==> src/core/io_port_bit_mapper_pkg.sv <==
// constants and types of the multi-function port pin mapper
package io_port_bit_mapper_pkg;

    // ------------------------------------------------------------
    // port bus and pin geometry
    // ------------------------------------------------------------
    localparam int BUS_W    = 10;
    localparam int NUM_PINS = 8;
    localparam int CODE_W   = 6;
    localparam int SEL_W    = 5;
    localparam int IDX_W    = 3;
    localparam int STAT_N   = 32;
    localparam int CTRL_N   = 16;
    localparam int CTRL_W   = 4;

    // ------------------------------------------------------------
    // register addresses
    // ------------------------------------------------------------
    localparam logic [BUS_W-1:0] ADDR_PIN_FIRST = 10'h00F;
    localparam logic [BUS_W-1:0] ADDR_PIN_LAST  = 10'h016;

    // ------------------------------------------------------------
    // function code layout
    // ------------------------------------------------------------
    localparam int DIR_BIT = 5;
    localparam int GRP_BIT = 4;

    // valid output codes 01h-1Fh minus reserved 05h,06h,0Ah-0Ch
    localparam logic [STAT_N-1:0] OUT_VALID = 32'hFFFF_E39E;
    // valid input codes 20h-2Fh minus reserved 29h-2Bh, by low nibble
    localparam logic [CTRL_N-1:0] IN_VALID  = 16'hF1FF;

    // ------------------------------------------------------------
    // carriers
    // ------------------------------------------------------------
    typedef struct packed {
        logic             input_dir;
        logic [SEL_W-1:0] sel;
    } pin_cfg_t;

    typedef struct packed {
        logic             strobe;
        logic             func_sel;
        logic             read_write;
        logic [BUS_W-1:0] bus;
    } port_in_t;

    localparam int PORT_IN_W = BUS_W + 3;

    typedef enum logic [0:0] {
        PH_ADDR = 1'b0,
        PH_DATA = 1'b1
    } phase_t;

    // ------------------------------------------------------------
    // power-on pin functions, pin 0 in the low six bits
    // ------------------------------------------------------------
    localparam logic [CODE_W-1:0] RST_PIN0 = 6'h12;
    localparam logic [CODE_W-1:0] RST_PIN1 = 6'h13;
    localparam logic [CODE_W-1:0] RST_PIN2 = 6'h14;
    localparam logic [CODE_W-1:0] RST_PIN3 = 6'h19;
    localparam logic [CODE_W-1:0] RST_PIN4 = 6'h1C;
    localparam logic [CODE_W-1:0] RST_PIN5 = 6'h04;
    localparam logic [CODE_W-1:0] RST_PIN6 = 6'h1B;
    localparam logic [CODE_W-1:0] RST_PIN7 = 6'h0E;
    localparam logic [NUM_PINS*CODE_W-1:0] RST_ALL = {
        RST_PIN7, RST_PIN6, RST_PIN5, RST_PIN4,
        RST_PIN3, RST_PIN2, RST_PIN1, RST_PIN0
    };

endpackage

==> src/core/io_port_bit_mapper.sv <==
// multi-function port pin mapper with its control-port register access
module io_port_bit_mapper #(
    parameter int NUM_PINS = io_port_bit_mapper_pkg::NUM_PINS
) (
    input  wire logic                                      clk,
    input  wire logic                                      rst,
    input  wire logic                                      port_strobe,
    input  wire logic                                      port_function_select,
    input  wire logic                                      port_read_write,
    input  wire logic [io_port_bit_mapper_pkg::BUS_W-1:0]  port_bus_in,
    input  wire logic [NUM_PINS-1:0]                       io_pin_in,
    input  wire logic [io_port_bit_mapper_pkg::STAT_N-1:0] status_bits,
    input  wire logic [io_port_bit_mapper_pkg::CTRL_N-1:0] ctrl_reg_value,
    output logic      [NUM_PINS-1:0]                       io_pin_out,
    output logic      [NUM_PINS-1:0]                       io_pin_oe_n,
    output logic      [io_port_bit_mapper_pkg::CTRL_N-1:0] control_bits,
    output logic      [io_port_bit_mapper_pkg::CTRL_N-1:0] control_override
);

    // ------------------------------------------------------------
    // elaboration check
    // ------------------------------------------------------------
    if (NUM_PINS != io_port_bit_mapper_pkg::NUM_PINS)
    begin : g_chk
        $error("pin count must match the register block address range");
    end

    // ------------------------------------------------------------
    // pin synchronisers
    // ------------------------------------------------------------
    io_port_bit_mapper_pkg::port_in_t port_raw;
    io_port_bit_mapper_pkg::port_in_t port_s;
    logic [NUM_PINS-1:0]              pin_s;

    always_comb
    begin
        port_raw.strobe     = port_strobe;
        port_raw.func_sel   = port_function_select;
        port_raw.read_write = port_read_write;
        port_raw.bus        = port_bus_in;
    end

    // bus and strobe share the same delay, so data is settled at the edge
    port_sync #(
        .W (io_port_bit_mapper_pkg::PORT_IN_W)
    ) u_port_sync (
        .clk (clk),
        .rst (rst),
        .d   (port_raw),
        .q   (port_s)
    );

    port_sync #(
        .W (NUM_PINS)
    ) u_pin_sync (
        .clk (clk),
        .rst (rst),
        .d   (io_pin_in),
        .q   (pin_s)
    );

    // ------------------------------------------------------------
    // strobe edge and two-phase write sequencer
    // ------------------------------------------------------------
    logic                                     strobe_d_r;
    logic                                     strobe_d_nxt;
    io_port_bit_mapper_pkg::phase_t           phase_r;
    io_port_bit_mapper_pkg::phase_t           phase_nxt;
    logic [io_port_bit_mapper_pkg::BUS_W-1:0] addr_r;
    logic [io_port_bit_mapper_pkg::BUS_W-1:0] addr_nxt;
    logic                                     strobe_rise;
    logic                                     ctrl_write;
    logic                                     wr_fire;
    logic                                     addr_hit;
    logic [io_port_bit_mapper_pkg::IDX_W-1:0] wr_idx;
    logic [io_port_bit_mapper_pkg::BUS_W-1:0] addr_off;

    always_comb
    begin
        strobe_d_nxt = port_s.strobe;
        strobe_rise  = port_s.strobe && !strobe_d_r;
        ctrl_write   = !port_s.func_sel && !port_s.read_write;
        addr_hit     = (addr_r >= io_port_bit_mapper_pkg::ADDR_PIN_FIRST)
                    && (addr_r <= io_port_bit_mapper_pkg::ADDR_PIN_LAST);
        addr_off     = addr_r - io_port_bit_mapper_pkg::ADDR_PIN_FIRST;
        wr_idx       = addr_off[io_port_bit_mapper_pkg::IDX_W-1:0];
        wr_fire      = 1'b0;
        phase_nxt    = phase_r;
        addr_nxt     = addr_r;
        if (strobe_rise)
        begin
            // ancillary or read strobes restart the write sequence
            if (!ctrl_write)
            begin
                phase_nxt = io_port_bit_mapper_pkg::PH_ADDR;
            end
            else
            begin
                case (phase_r)
                    io_port_bit_mapper_pkg::PH_ADDR:
                    begin
                        addr_nxt  = port_s.bus;
                        phase_nxt = io_port_bit_mapper_pkg::PH_DATA;
                    end
                    io_port_bit_mapper_pkg::PH_DATA:
                    begin
                        wr_fire   = addr_hit;
                        phase_nxt = io_port_bit_mapper_pkg::PH_ADDR;
                    end
                    default:
                    begin
                        phase_nxt = io_port_bit_mapper_pkg::PH_ADDR;
                    end
                endcase
            end
        end
    end

    always_ff @(posedge clk)
    begin
        if (rst)
        begin
            strobe_d_r <= 1'b0;
            phase_r    <= io_port_bit_mapper_pkg::PH_ADDR;
            addr_r     <= '0;
        end
        else
        begin
            strobe_d_r <= strobe_d_nxt;
            phase_r    <= phase_nxt;
            addr_r     <= addr_nxt;
        end
    end

    // ------------------------------------------------------------
    // pin-mapping registers
    // ------------------------------------------------------------
    io_port_bit_mapper_pkg::pin_cfg_t [NUM_PINS-1:0] cfg_r;
    io_port_bit_mapper_pkg::pin_cfg_t [NUM_PINS-1:0] cfg_nxt;

    always_comb
    begin
        cfg_nxt = cfg_r;
        if (wr_fire)
        begin
            // upper bus bits carry no function and are dropped
            cfg_nxt[wr_idx] = port_s.bus[io_port_bit_mapper_pkg::CODE_W-1:0];
        end
    end

    always_ff @(posedge clk)
    begin
        if (rst)
        begin
            cfg_r <= io_port_bit_mapper_pkg::RST_ALL;
        end
        else
        begin
            cfg_r <= cfg_nxt;
        end
    end

    // ------------------------------------------------------------
    // pin drivers
    // ------------------------------------------------------------
    logic [NUM_PINS-1:0] pin_out_nxt;
    logic [NUM_PINS-1:0] pin_oe_n_nxt;
    logic [NUM_PINS-1:0] pin_out_r;
    logic [NUM_PINS-1:0] pin_oe_n_r;

    for (genvar i = 0; i < NUM_PINS; i++)
    begin : g_pin
        always_comb
        begin
            pin_oe_n_nxt[i] = cfg_r[i].input_dir;
            // reserved output codes drive a quiet low
            pin_out_nxt[i]  = !cfg_r[i].input_dir
                           && io_port_bit_mapper_pkg::OUT_VALID[cfg_r[i].sel]
                           && status_bits[cfg_r[i].sel];
        end
    end

    always_ff @(posedge clk)
    begin
        if (rst)
        begin
            pin_out_r  <= '0;
            pin_oe_n_r <= '1;
        end
        else
        begin
            pin_out_r  <= pin_out_nxt;
            pin_oe_n_r <= pin_oe_n_nxt;
        end
    end

    // ------------------------------------------------------------
    // control bit override from input pins
    // ------------------------------------------------------------
    logic [io_port_bit_mapper_pkg::CTRL_N-1:0] ctrl_nxt;
    logic [io_port_bit_mapper_pkg::CTRL_N-1:0] ovr_nxt;
    logic [io_port_bit_mapper_pkg::CTRL_N-1:0] ctrl_r;
    logic [io_port_bit_mapper_pkg::CTRL_N-1:0] ovr_r;

    // higher pin wins when two pins name the same control bit
    always_comb
    begin
        ctrl_nxt = ctrl_reg_value;
        ovr_nxt  = '0;
        for (int i = 0; i < NUM_PINS; i++)
        begin
            if (cfg_r[i].input_dir && !cfg_r[i].sel[io_port_bit_mapper_pkg::GRP_BIT]
                && io_port_bit_mapper_pkg::IN_VALID[
                       cfg_r[i].sel[io_port_bit_mapper_pkg::CTRL_W-1:0]])
            begin
                ovr_nxt[cfg_r[i].sel[io_port_bit_mapper_pkg::CTRL_W-1:0]]  = 1'b1;
                ctrl_nxt[cfg_r[i].sel[io_port_bit_mapper_pkg::CTRL_W-1:0]] = pin_s[i];
            end
        end
    end

    always_ff @(posedge clk)
    begin
        if (rst)
        begin
            ctrl_r <= '0;
            ovr_r  <= '0;
        end
        else
        begin
            ctrl_r <= ctrl_nxt;
            ovr_r  <= ovr_nxt;
        end
    end

    assign io_pin_out       = pin_out_r;
    assign io_pin_oe_n      = pin_oe_n_r;
    assign control_bits     = ctrl_r;
    assign control_override = ovr_r;
endmodule // io_port_bit_mapper

==> src/core/port_sync.sv <==
// two-flop synchroniser for the asynchronous port pins
module port_sync #(
    parameter int W = 1
) (
    input  wire logic         clk,
    input  wire logic         rst,
    input  wire logic [W-1:0] d,
    output logic      [W-1:0] q
);

    // ------------------------------------------------------------
    // elaboration check
    // ------------------------------------------------------------
    if (W < 1)
    begin : g_chk
        $error("port_sync width must be at least one");
    end

    // ------------------------------------------------------------
    // stages
    // ------------------------------------------------------------
    logic [W-1:0] meta_r;
    logic [W-1:0] meta_nxt;
    logic [W-1:0] q_nxt;

    always_comb
    begin
        meta_nxt = d;
        q_nxt    = meta_r;
    end

    // first stage is read by the second stage only
    always_ff @(posedge clk)
    begin
        if (rst)
        begin
            meta_r <= '0;
            q      <= '0;
        end
        else
        begin
            meta_r <= meta_nxt;
            q      <= q_nxt;
        end
    end

endmodule // port_sync

==> config.mk <==
export PLATFORM = sky130hd
export DESIGN_NAME = io_port_bit_mapper
export DESIGN_NICKNAME = d
export VERILOG_FILES = /design/src/core/io_port_bit_mapper_pkg.sv /design/src/core/io_port_bit_mapper.sv /design/src/core/port_sync.sv
export SDC_FILE = /design/constraint.sdc
export NUM_CORES = 1
export LEC_CHECK = 0
export BUFFER_PORTS_ARGS = -buffer_cell sky130_fd_sc_hd__buf_2
export CORE_UTILIZATION = 60
export DETAILED_ROUTE_END_ITERATION = 6
export GPL_TIMING_DRIVEN = 0
export PLACE_DENSITY = 0.88
export SYNTH_ARGS = -nofsm -noshare
export SYNTH_HDL_FRONTEND = slang
export SYNTH_SLANG_ARGS = --single-unit
==> constraint.sdc <==
create_clock -name clk -period 3.8 [get_ports clk]
set_clock_uncertainty 0.1 [all_clocks]
set_input_delay 0.57 -clock clk [delete_from_list [all_inputs] [get_ports clk]]
set_output_delay 0.57 -clock clk [all_outputs]
set_load 0.01 [all_outputs]
### Word-level counts from Yosys, hierarchy flattened

Memories as Yosys holds them, arrays and structs flattened. A register that Yosys moved wholly into a read port is not among the register bits.
Index checks and enable logic that the tools add are counted.

* output and inout port bits: 48
* bits in registers: 150
* memory bits (read-only): 384
* memories: 16
* word-level logic and storage cells: 256

* reduce and logical (&&, ||, !) cells: 64
* bitwise logic cells: 8
* multiplexer cells: 112
* $add $sub $neg: 1
* $lt $le $gt $ge: 28

Memory list
* (name not given): depth 32, bits a word 1, rd ports 1, clocked after memory_dff 1, wr ports 0, RTL line io_port_bit_mapper.sv:178 `&& io_port_bit_mapper_pkg::OUT_VALID[cfg_r[i].sel]`
* (name not given): depth 32, bits a word 1, rd ports 1, clocked after memory_dff 1, wr ports 0, RTL line io_port_bit_mapper.sv:178
* (name not given): depth 32, bits a word 1, rd ports 1, clocked after memory_dff 1, wr ports 0, RTL line io_port_bit_mapper.sv:178
* (name not given): depth 32, bits a word 1, rd ports 1, clocked after memory_dff 1, wr ports 0, RTL line io_port_bit_mapper.sv:178
* (name not given): depth 32, bits a word 1, rd ports 1, clocked after memory_dff 1, wr ports 0, RTL line io_port_bit_mapper.sv:178
* (name not given): depth 32, bits a word 1, rd ports 1, clocked after memory_dff 1, wr ports 0, RTL line io_port_bit_mapper.sv:178
* +10 memories

Operators with widths (count)
* $mux 16: 16
* $bwmux 16: 8
* $or 16x16->16: 7
* $mux 5: 16
* $mux 4: 16
* $bwmux 48: 1
* $lt 5x6->1 const B: 8
* $logic_and 1x1->1: 44
* $bmux 1 s5: 8
* $lt 4x5->1 const B: 8
* $mux 1: 36
* $demux 1 s4: 8
* $ge 4x1->1 const B: 8
* $logic_not 1->1: 19
* $demux 6 s3: 1
* $ge 10x4->1 const B: 1
* $le 10x5->1 const B: 1
* $mux 6: 1
* $lt 3x4->1 const B: 1
* $ge 3x1->1 const B: 1
* $reduce_and 3->1: 1
* $sub 3x3->3 const B: 1
* $pmux 1 s2: 1
* $not 1->1: 1

### Depth between registers and ports, before layout

Gate-level depths: netlist of run 1.

* depth after elaboration: 20
* depth in mapped cells: 15

### By module

A second synthesis of run 1 with hierarchy kept.

* cells, all modules: 1182
* area total of the unflattened synthesis: 10920.5 µm²

Modules (own cells, without submodules)
* io_port_bit_mapper: cells each 1095, area each 9755.6 µm², instances 1
* port_sync (u_port_sync): cells each 54, area each 700.7 µm², instances 1
* port_sync (u_pin_sync): cells each 33, area each 464.2 µm², instances 1

### Worst setup path after synthesis of run 1

No wires, ideal clock.

* path kind: flip-flop to flip-flop
* from: reg addr_r[0] in the netlist's numbering
* to: reg (tool-made name)
* required time: 3.562 ns
* arrival time: 2.559 ns
* library setup time: 0.138 ns
* clock period less this slack: 2.796 ns
* cell stages (with the launch flop): 15
* path buffers: 1
* path slack: 1.004 ns
* cells stage by stage: dfxtp_1 -> inv_1 -> ha_1 -> nor4_1 -> nand2_1 -> nor3_1 -> buf_2 -> mux2i_1 -> nor2_1 -> inv_1 -> ha_1 -> mux2i_1 -> o22a_1 -> o21ai_0 -> o211ai_1

RTL lines
* from (decl): RTL line io_port_bit_mapper.sv:69 `logic [io_port_bit_mapper_pkg::BUS_W-1:0] addr_r;`
* from (signal assigned): RTL line io_port_bit_mapper.sv:131 `addr_r <= addr_nxt;`

==> impl_metrics.tcl, run 1 <==
set metrics [dict create \
    syn-num-nets 1262 \
    yosysTopAreaCellShare 0.309 \
    rows 48 \
    critical_path_class "reg2reg" \
    yosys_warnings 0 \
    cts_root_buf "clkbuf_16" \
    crit_buf_inv 3 \
    post-place-ws_ns 0.300 \
    gp_congestion 1.02 \
    arrival_ns 4.03 \
    htreeDepth 4 \
    synthesis.area_um2 10800 \
    antenna_found_initial 0 \
    wl_mm 41.7 \
    drt_iter0_drc 1812 \
    setup_viol 0 \
    first_pass_iters 6 \
    ioPinCount 119 \
    finalCritPeriodShare 0.983 \
    grt_pass1_wl_mm 61.6 \
    dieArea_um2 18500 \
    via_per_inst 7.21 \
    grt_max_degree 20 \
    dieWidth_um 136 \
    avgSynthCellArea_um2 9.11 \
    clock_latency_ns 0.45 \
    finalNetCount 1398 \
    antenna_cells 0 \
    async_flop_share 0 \
    multiInputGateArea_um2 6950 \
    final_area_um2 12300 \
    final_common_cell "dfxtp_1" \
    cts_setup_buffers 0 \
    drive_gt1_frac 0.210 \
    synth_cells 1181 \
    fin_crit_ns 3.74 \
    power_density_nw_per_um2 322 \
    port_buffers 117 \
    crit_fanout 10 \
    worst_path_max_delay_cell "nor3_1" \
    worstHoldPathType "in2reg" \
    layout_common_cells "166 x dfxtp_1, 137 x buf_2, 121 x nor2_1" \
    vias 11207 \
    synth-edff-count 0 \
    setup_ws_ns 0.0635 \
    seq_area_um2 3320 \
    fp.dieH_um 136 \
    max_cap_viol_count 0 \
    endpoint_kind "flip-flop" \
    drc_errors 0 \
    synth-main-ff-cell "dfxtp_1" \
    clock_sinks 166 \
    crit_family "simple AND/OR/NAND/NOR gates" \
    n_fill_cell 1368 \
    max_slew_margin 0.254 \
    synthToLayoutAreaGrowth_pct 13.9 \
    start_util 0.618 \
    numCtsBuffers 17 \
    crit_path_start_kind "flip-flop" \
    worstPathRequired_ns 4.09 \
    drv_slew 0 \
    postPlaceCellArea_um2 11600 \
    hold_viol 0 \
    power.total_w 0.00395 \
    critical_path.cell_chain "inv_1 -> ha_1 -> and3b_1 -> o21a_1 -> nor3_1 -> clkbuf_1 -> a21oi_1 -> nor2_1 -> inv_1 -> ha_1 -> a221oi_1 -> a21o_1" \
    ys_seq_area_frac 0.309 \
    cts_buffer_depth 2 \
    synthTopCellsByArea "dfxtp_1 31%, mux4_2 17%, mux2i_1 8.3%" \
    critPathMaxStageDelay_ns 0.93 \
    antenna_left 0 \
    track_usage 0.457 \
    timing.fmax_mhz 268 \
    clk_pin_slew_ns 0.08 \
    coreArea_um2 17400 \
    tritoncts "yes" \
    final_cells 1555 \
    synth_cell_types 77 \
    worst_pin_slew_ns 1.11 \
    setup_tns_ns 0 \
    status "complete, no violations" \
    power.leakage_nw 4.55 \
    dp_hpwl_mm 31.2 \
    synth_top_cell_by_area "dfxtp_1" \
    grt_overflow 0 \
    synth-seq-cells 166 \
    placed_cells 1523 \
    wire_per_inst_um 26.8 \
    ir_drop_v 0.000404 \
    grt_pass1_vias 10693 \
]
## metrics by stage
step	hold slack, ns	utilization
after detailed placement	0.323	0.668
final	0.229	0.704
after CTS	0.234	0.703
after global placement	0.315	0.668
after floorplan	0.314	-
after global routing	0.234	0.704
## cells by family after synthesis
family,synth area share
AO/OA/AOI/OAI,0.140
XOR/XNOR,0.000814
adder cells (fa/ha/maj),0.0116
buffers and inverters,0.0471
flip-flops,0.309
multiplexers,0.254
AND/OR/NAND/NOR,0.237
## path summary, 6_finish.rpt
kind	slack (ns)	depth (start not counted)	start	end
max reg2reg	0.06	12	addr_r[0]$_SDFFE_PP0P_	flip-flop
min reg2reg	0.34	1	u_port_sync.meta_r[4]$_SDFF_PP0_	u_port_sync.q[4]$_SDFF_PP0_
min	0.23	2	port_read_write	u_port_sync.meta_r[10]$_SDFF_PP0_
max	0.06	12	addr_r[0]$_SDFFE_PP0P_	flip-flop
## Yosys cell counts, types with 7 or more instances
cell and n:
a2111oi_0 8, a211oi_1 11, a21oi_1 40, a221oi_1 19, a22oi_1 8, a31oi_1 16
and2_1 12, buf_1 7, buf_2 21, clkbuf_1 68, dfxtp_1 166, ha_1 10
inv_1 22, mux2i_1 89, mux4_2 80, nand2_1 92, nand2b_1 27, nand3_1 30
nand3b_1 7, nor2_1 121, nor2b_1 61, nor3_1 45, nor3b_1 12, o211ai_1 7
o21ai_0 32, o21ai_1 7, o22ai_1 17, or2_2 10, or3_1 17
## repair_timing
item | in CTS | in global routing
resized for setup | 0 | 4
hold buffers | 0 | 0
endpoints found under the setup margin | 0 | 2
## registers in the layout, indices dropped and copies added, names as in the netlist, named ones only
| signal | count |
|---|---|
| u_pin_sync.meta_r | 8 |
| addr_r | 10 |
| strobe_d_r | 1 |
| cfg_r | 48 |
| io_pin_oe_n | 8 |
| u_port_sync.q | 13 |
| u_pin_sync.q | 8 |
| io_pin_out | 8 |
| control_override | 16 |
| u_port_sync.meta_r | 13 |
| control_bits | 16 |
| phase_r | 1 |
## layout make-up
cell class	count	share of cell area
plain buffers	98	0.0333
clock buffers	17	0.0347
clock inverters	15	0.0148
inverters	27	0.00827
multi-input cells	890	0.567
flip-flops and latches	166	0.271
well taps	225	0.0230
repair buffers	117	0.0478
## power by group
part	switching (W)	internal, W	leakage, nW
Sequential	0.0000173	0.00178	1.36
Clock	0.000902	0.000893	0.292
Combinational	0.000208	0.000147	2.90
## per-layer routing
metal / vias to the layer above / part of all wire / track usage
met5: - / 0 / 0
met4: 0 / 0.058 / 0.253
met3: 262 / 0.16 / 0.177
met2: 1077 / 0.44 / 0.696
met1: 5168 / 0.35 / 0.555
li1: 4700 / - / -
## worst reg2reg max path: stages (launching register included)
cell and delay, ns:
dfxtp_1 0.36, inv_1 0.08, ha_1 0.15, and3b_1 0.17, o21a_1 0.27, nor3_1 0.93
clkbuf_1 0.56, a21oi_1 0.15, nor2_1 0.17, inv_1 0.07, ha_1 0.22, a221oi_1 0.28
a21o_1 0.17
Power figures use the tool's default switching activity.
==> run 2, diff against run 1 <==
--- a/config.mk
+++ b/config.mk
@@ -9,7 +9,7 @@
 export CORE_UTILIZATION = 60
 export DETAILED_ROUTE_END_ITERATION = 6
 export GPL_TIMING_DRIVEN = 0
-export PLACE_DENSITY = 0.88
+export PLACE_DENSITY = 0.81
 export SYNTH_ARGS = -nofsm -noshare
 export SYNTH_HDL_FRONTEND = slang
 export SYNTH_SLANG_ARGS = --single-unit
==> impl_metrics.tcl, run 2 (synthesis results as in run 1) <==
set metrics [dict create \
    clk_pin_slew_ns 0.07 \
    drv_slew 0 \
    hold_end "u_pin_sync.meta_r[5]$_SDFF_PP0_" \
    layout_common_cells "166 x dfxtp_1, 138 x buf_2, 121 x nor2_1" \
    whs_path_depth 2 \
    p_clk_frac 0.465 \
    finalNetCount 1398 \
    gp_congestion 1.04 \
    cts_root_buf "clkbuf_16" \
    final_common_cell "dfxtp_1" \
    power.leakage_nw 4.55 \
    via_per_inst 7.05 \
    fp.dieH_um 136 \
    antenna_left 0 \
    r2r_slack_ns 0.26 \
    synthToLayoutAreaGrowth_pct 14.1 \
    drc_errors 0 \
    met2_usage 0.683 \
    rsz0062_at_grt "no" \
    track_usage 0.445 \
    max_slew_margin 0.343 \
    status "complete, no violations" \
    vias 10961 \
    final_area_um2 12300 \
    setup_viol 0 \
    dieWidth_um 136 \
    crit_fanout 10 \
    port_buffers 117 \
    critical_path_class "reg2reg" \
    switching_share 0.268 \
    grt.busiest_layer "met2" \
    worstPathRequired_ns 4.09 \
    worstHoldPathType "in2reg" \
    postPlaceCellArea_um2 11600 \
    grt_overflow 0 \
    wire_per_inst_um 25.8 \
    ir_drop_v 0.000435 \
    setup_tns_ns 0 \
    dp_hpwl_mm 30.1 \
    clock_sinks 166 \
    finalCritPeriodShare 0.933 \
    hold_viol 0 \
    worst_path_max_delay_cell "nor3_1" \
    seq_power_share 0.448 \
    coreArea_um2 17400 \
    endpoint_kind "flip-flop" \
    max_cap_viol_count 0 \
    drive_gt1_frac 0.210 \
    p_int_w 0.00293 \
    first_pass_iters 6 \
    largest_reg_flops 48 \
    antenna_cells 0 \
    power_density_nw_per_um2 326 \
    wl_mm 40.2 \
    rows 48 \
    grtUsageMet3 0.158 \
    timing.fmax_mhz 282 \
    p_sw_w 0.00107 \
    dieArea_um2 18500 \
    tritoncts "yes" \
    cts_buffer_depth 2 \
    clock_latency_ns 0.45 \
    antenna_found_initial 1 \
    met1_usage 0.560 \
    numCtsBuffers 17 \
    critical_path.cell_chain "inv_1 -> ha_1 -> and3b_1 -> o21a_1 -> nor3_1 -> clkbuf_1 -> a21oi_1 -> nor2_1 -> inv_1 -> ha_1 -> a221oi_1 -> a21o_1" \
    combPwrFrac 0.087 \
    n_fill_cell 1408 \
    start_util 0.618 \
    fin_crit_ns 3.54 \
    crit_buf_inv 3 \
    ioPinCount 119 \
    utilization 0.705 \
    grt_pass1_vias 10397 \
    drt_iter0_drc 1944 \
    grt_max_degree 19 \
    cts.hold.buffers_added 0 \
    htreeDepth 4 \
    arrival_ns 3.84 \
    top_register "cfg_r" \
    worst_pin_slew_ns 0.978 \
    timing.rr.start "addr_r[0]$_SDFFE_PP0P_" \
    crit_family "simple AND/OR/NAND/NOR gates" \
    critPathMaxStageDelay_ns 0.80 \
    r2r_cells 12 \
    min-delay-start "io_pin_in[5]" \
    crit_path_start_kind "flip-flop" \
    grt_pass1_wl_mm 60.0 \
]
## run 2: cell types whose count changed in the layout (fill, tap and decap cells not counted)
cell,change
inv_8,-3
bufinv_16,+2
clkinv_4,-2
inv_6,+2
buf_2,+1
clkbuf_4,-1
clkinv_8,+1
clkinvlp_4,+1
inv_12,-1
nor3_2,+1
nor3_4,-1
## run 2: final cells by class
class	count	area (um^2)	share of cell area
clock buffers	17	425	0.0346
well taps	225	282	0.0229
flip-flops and latches	166	3320	0.271
inverters	27	101	0.00825
multi-input cells	890	6940	0.565
repair buffers	117	586	0.0477
plain buffers	98	405	0.0330
clock inverters	15	215	0.0175
## run 2: layer usage
layer  routed length [um]  vias up
met5                    0        -
met4                 1900        0
met3                 5600      207
met2                17800      934
met1                14800     5123
li1                     -     4697
## run 2: worst max-delay path by stage
stage	cells past startpoint	startpoint	slack [ns]	to
global placement	12	addr_r[0]$_SDFFE_PP0P_	0.39	flip-flop
finish	12	addr_r[0]$_SDFFE_PP0P_	0.26	flip-flop
detailed placement	12	addr_r[0]$_SDFFE_PP0P_	0.30	flip-flop
floorplan	14	addr_r[0]$_SDFFE_PP0P_	1.00	flip-flop
CTS	14	addr_r[0]$_SDFFE_PP0P_	0.23	flip-flop
global route	12	addr_r[0]$_SDFFE_PP0P_	0.09	flip-flop
## run 2: through the flow
stage / power [W] / hold WS, ns / setup slack, ns / std cells
after detailed placement: 0.00217 / 0.325 / 0.301 / 1523
after floorplan: 0.00201 / 0.314 / 1.00 / 1181
after CTS: 0.00398 / 0.226 / 0.227 / 1555
after global routing: 0.00409 / 0.231 / 0.0888 / 1555
final: 0.00401 / 0.223 / 0.255 / 1555
after global placement: 0.00216 / 0.316 / 0.388 / 1523
## run 2: timing repair
item,in CTS,in global routing
gates resized for setup,0,2
setup buffers,0,0
endpoints found under the setup margin,0,2
## run 2: power by group through the flow
| stage | Combinational, W | Clock, W | Sequential (W) |
|---|---|---|---|
| global placement | 0.000325 | 0 | 0.00183 |
| floorplan | 0.000166 | 0 | 0.00184 |
| finish | 0.000349 | 0.00186 | 0.00180 |
| CTS | 0.000334 | 0.00186 | 0.00179 |
| global route | 0.000361 | 0.00193 | 0.00180 |
| detailed placement | 0.000332 | 0 | 0.00183 |
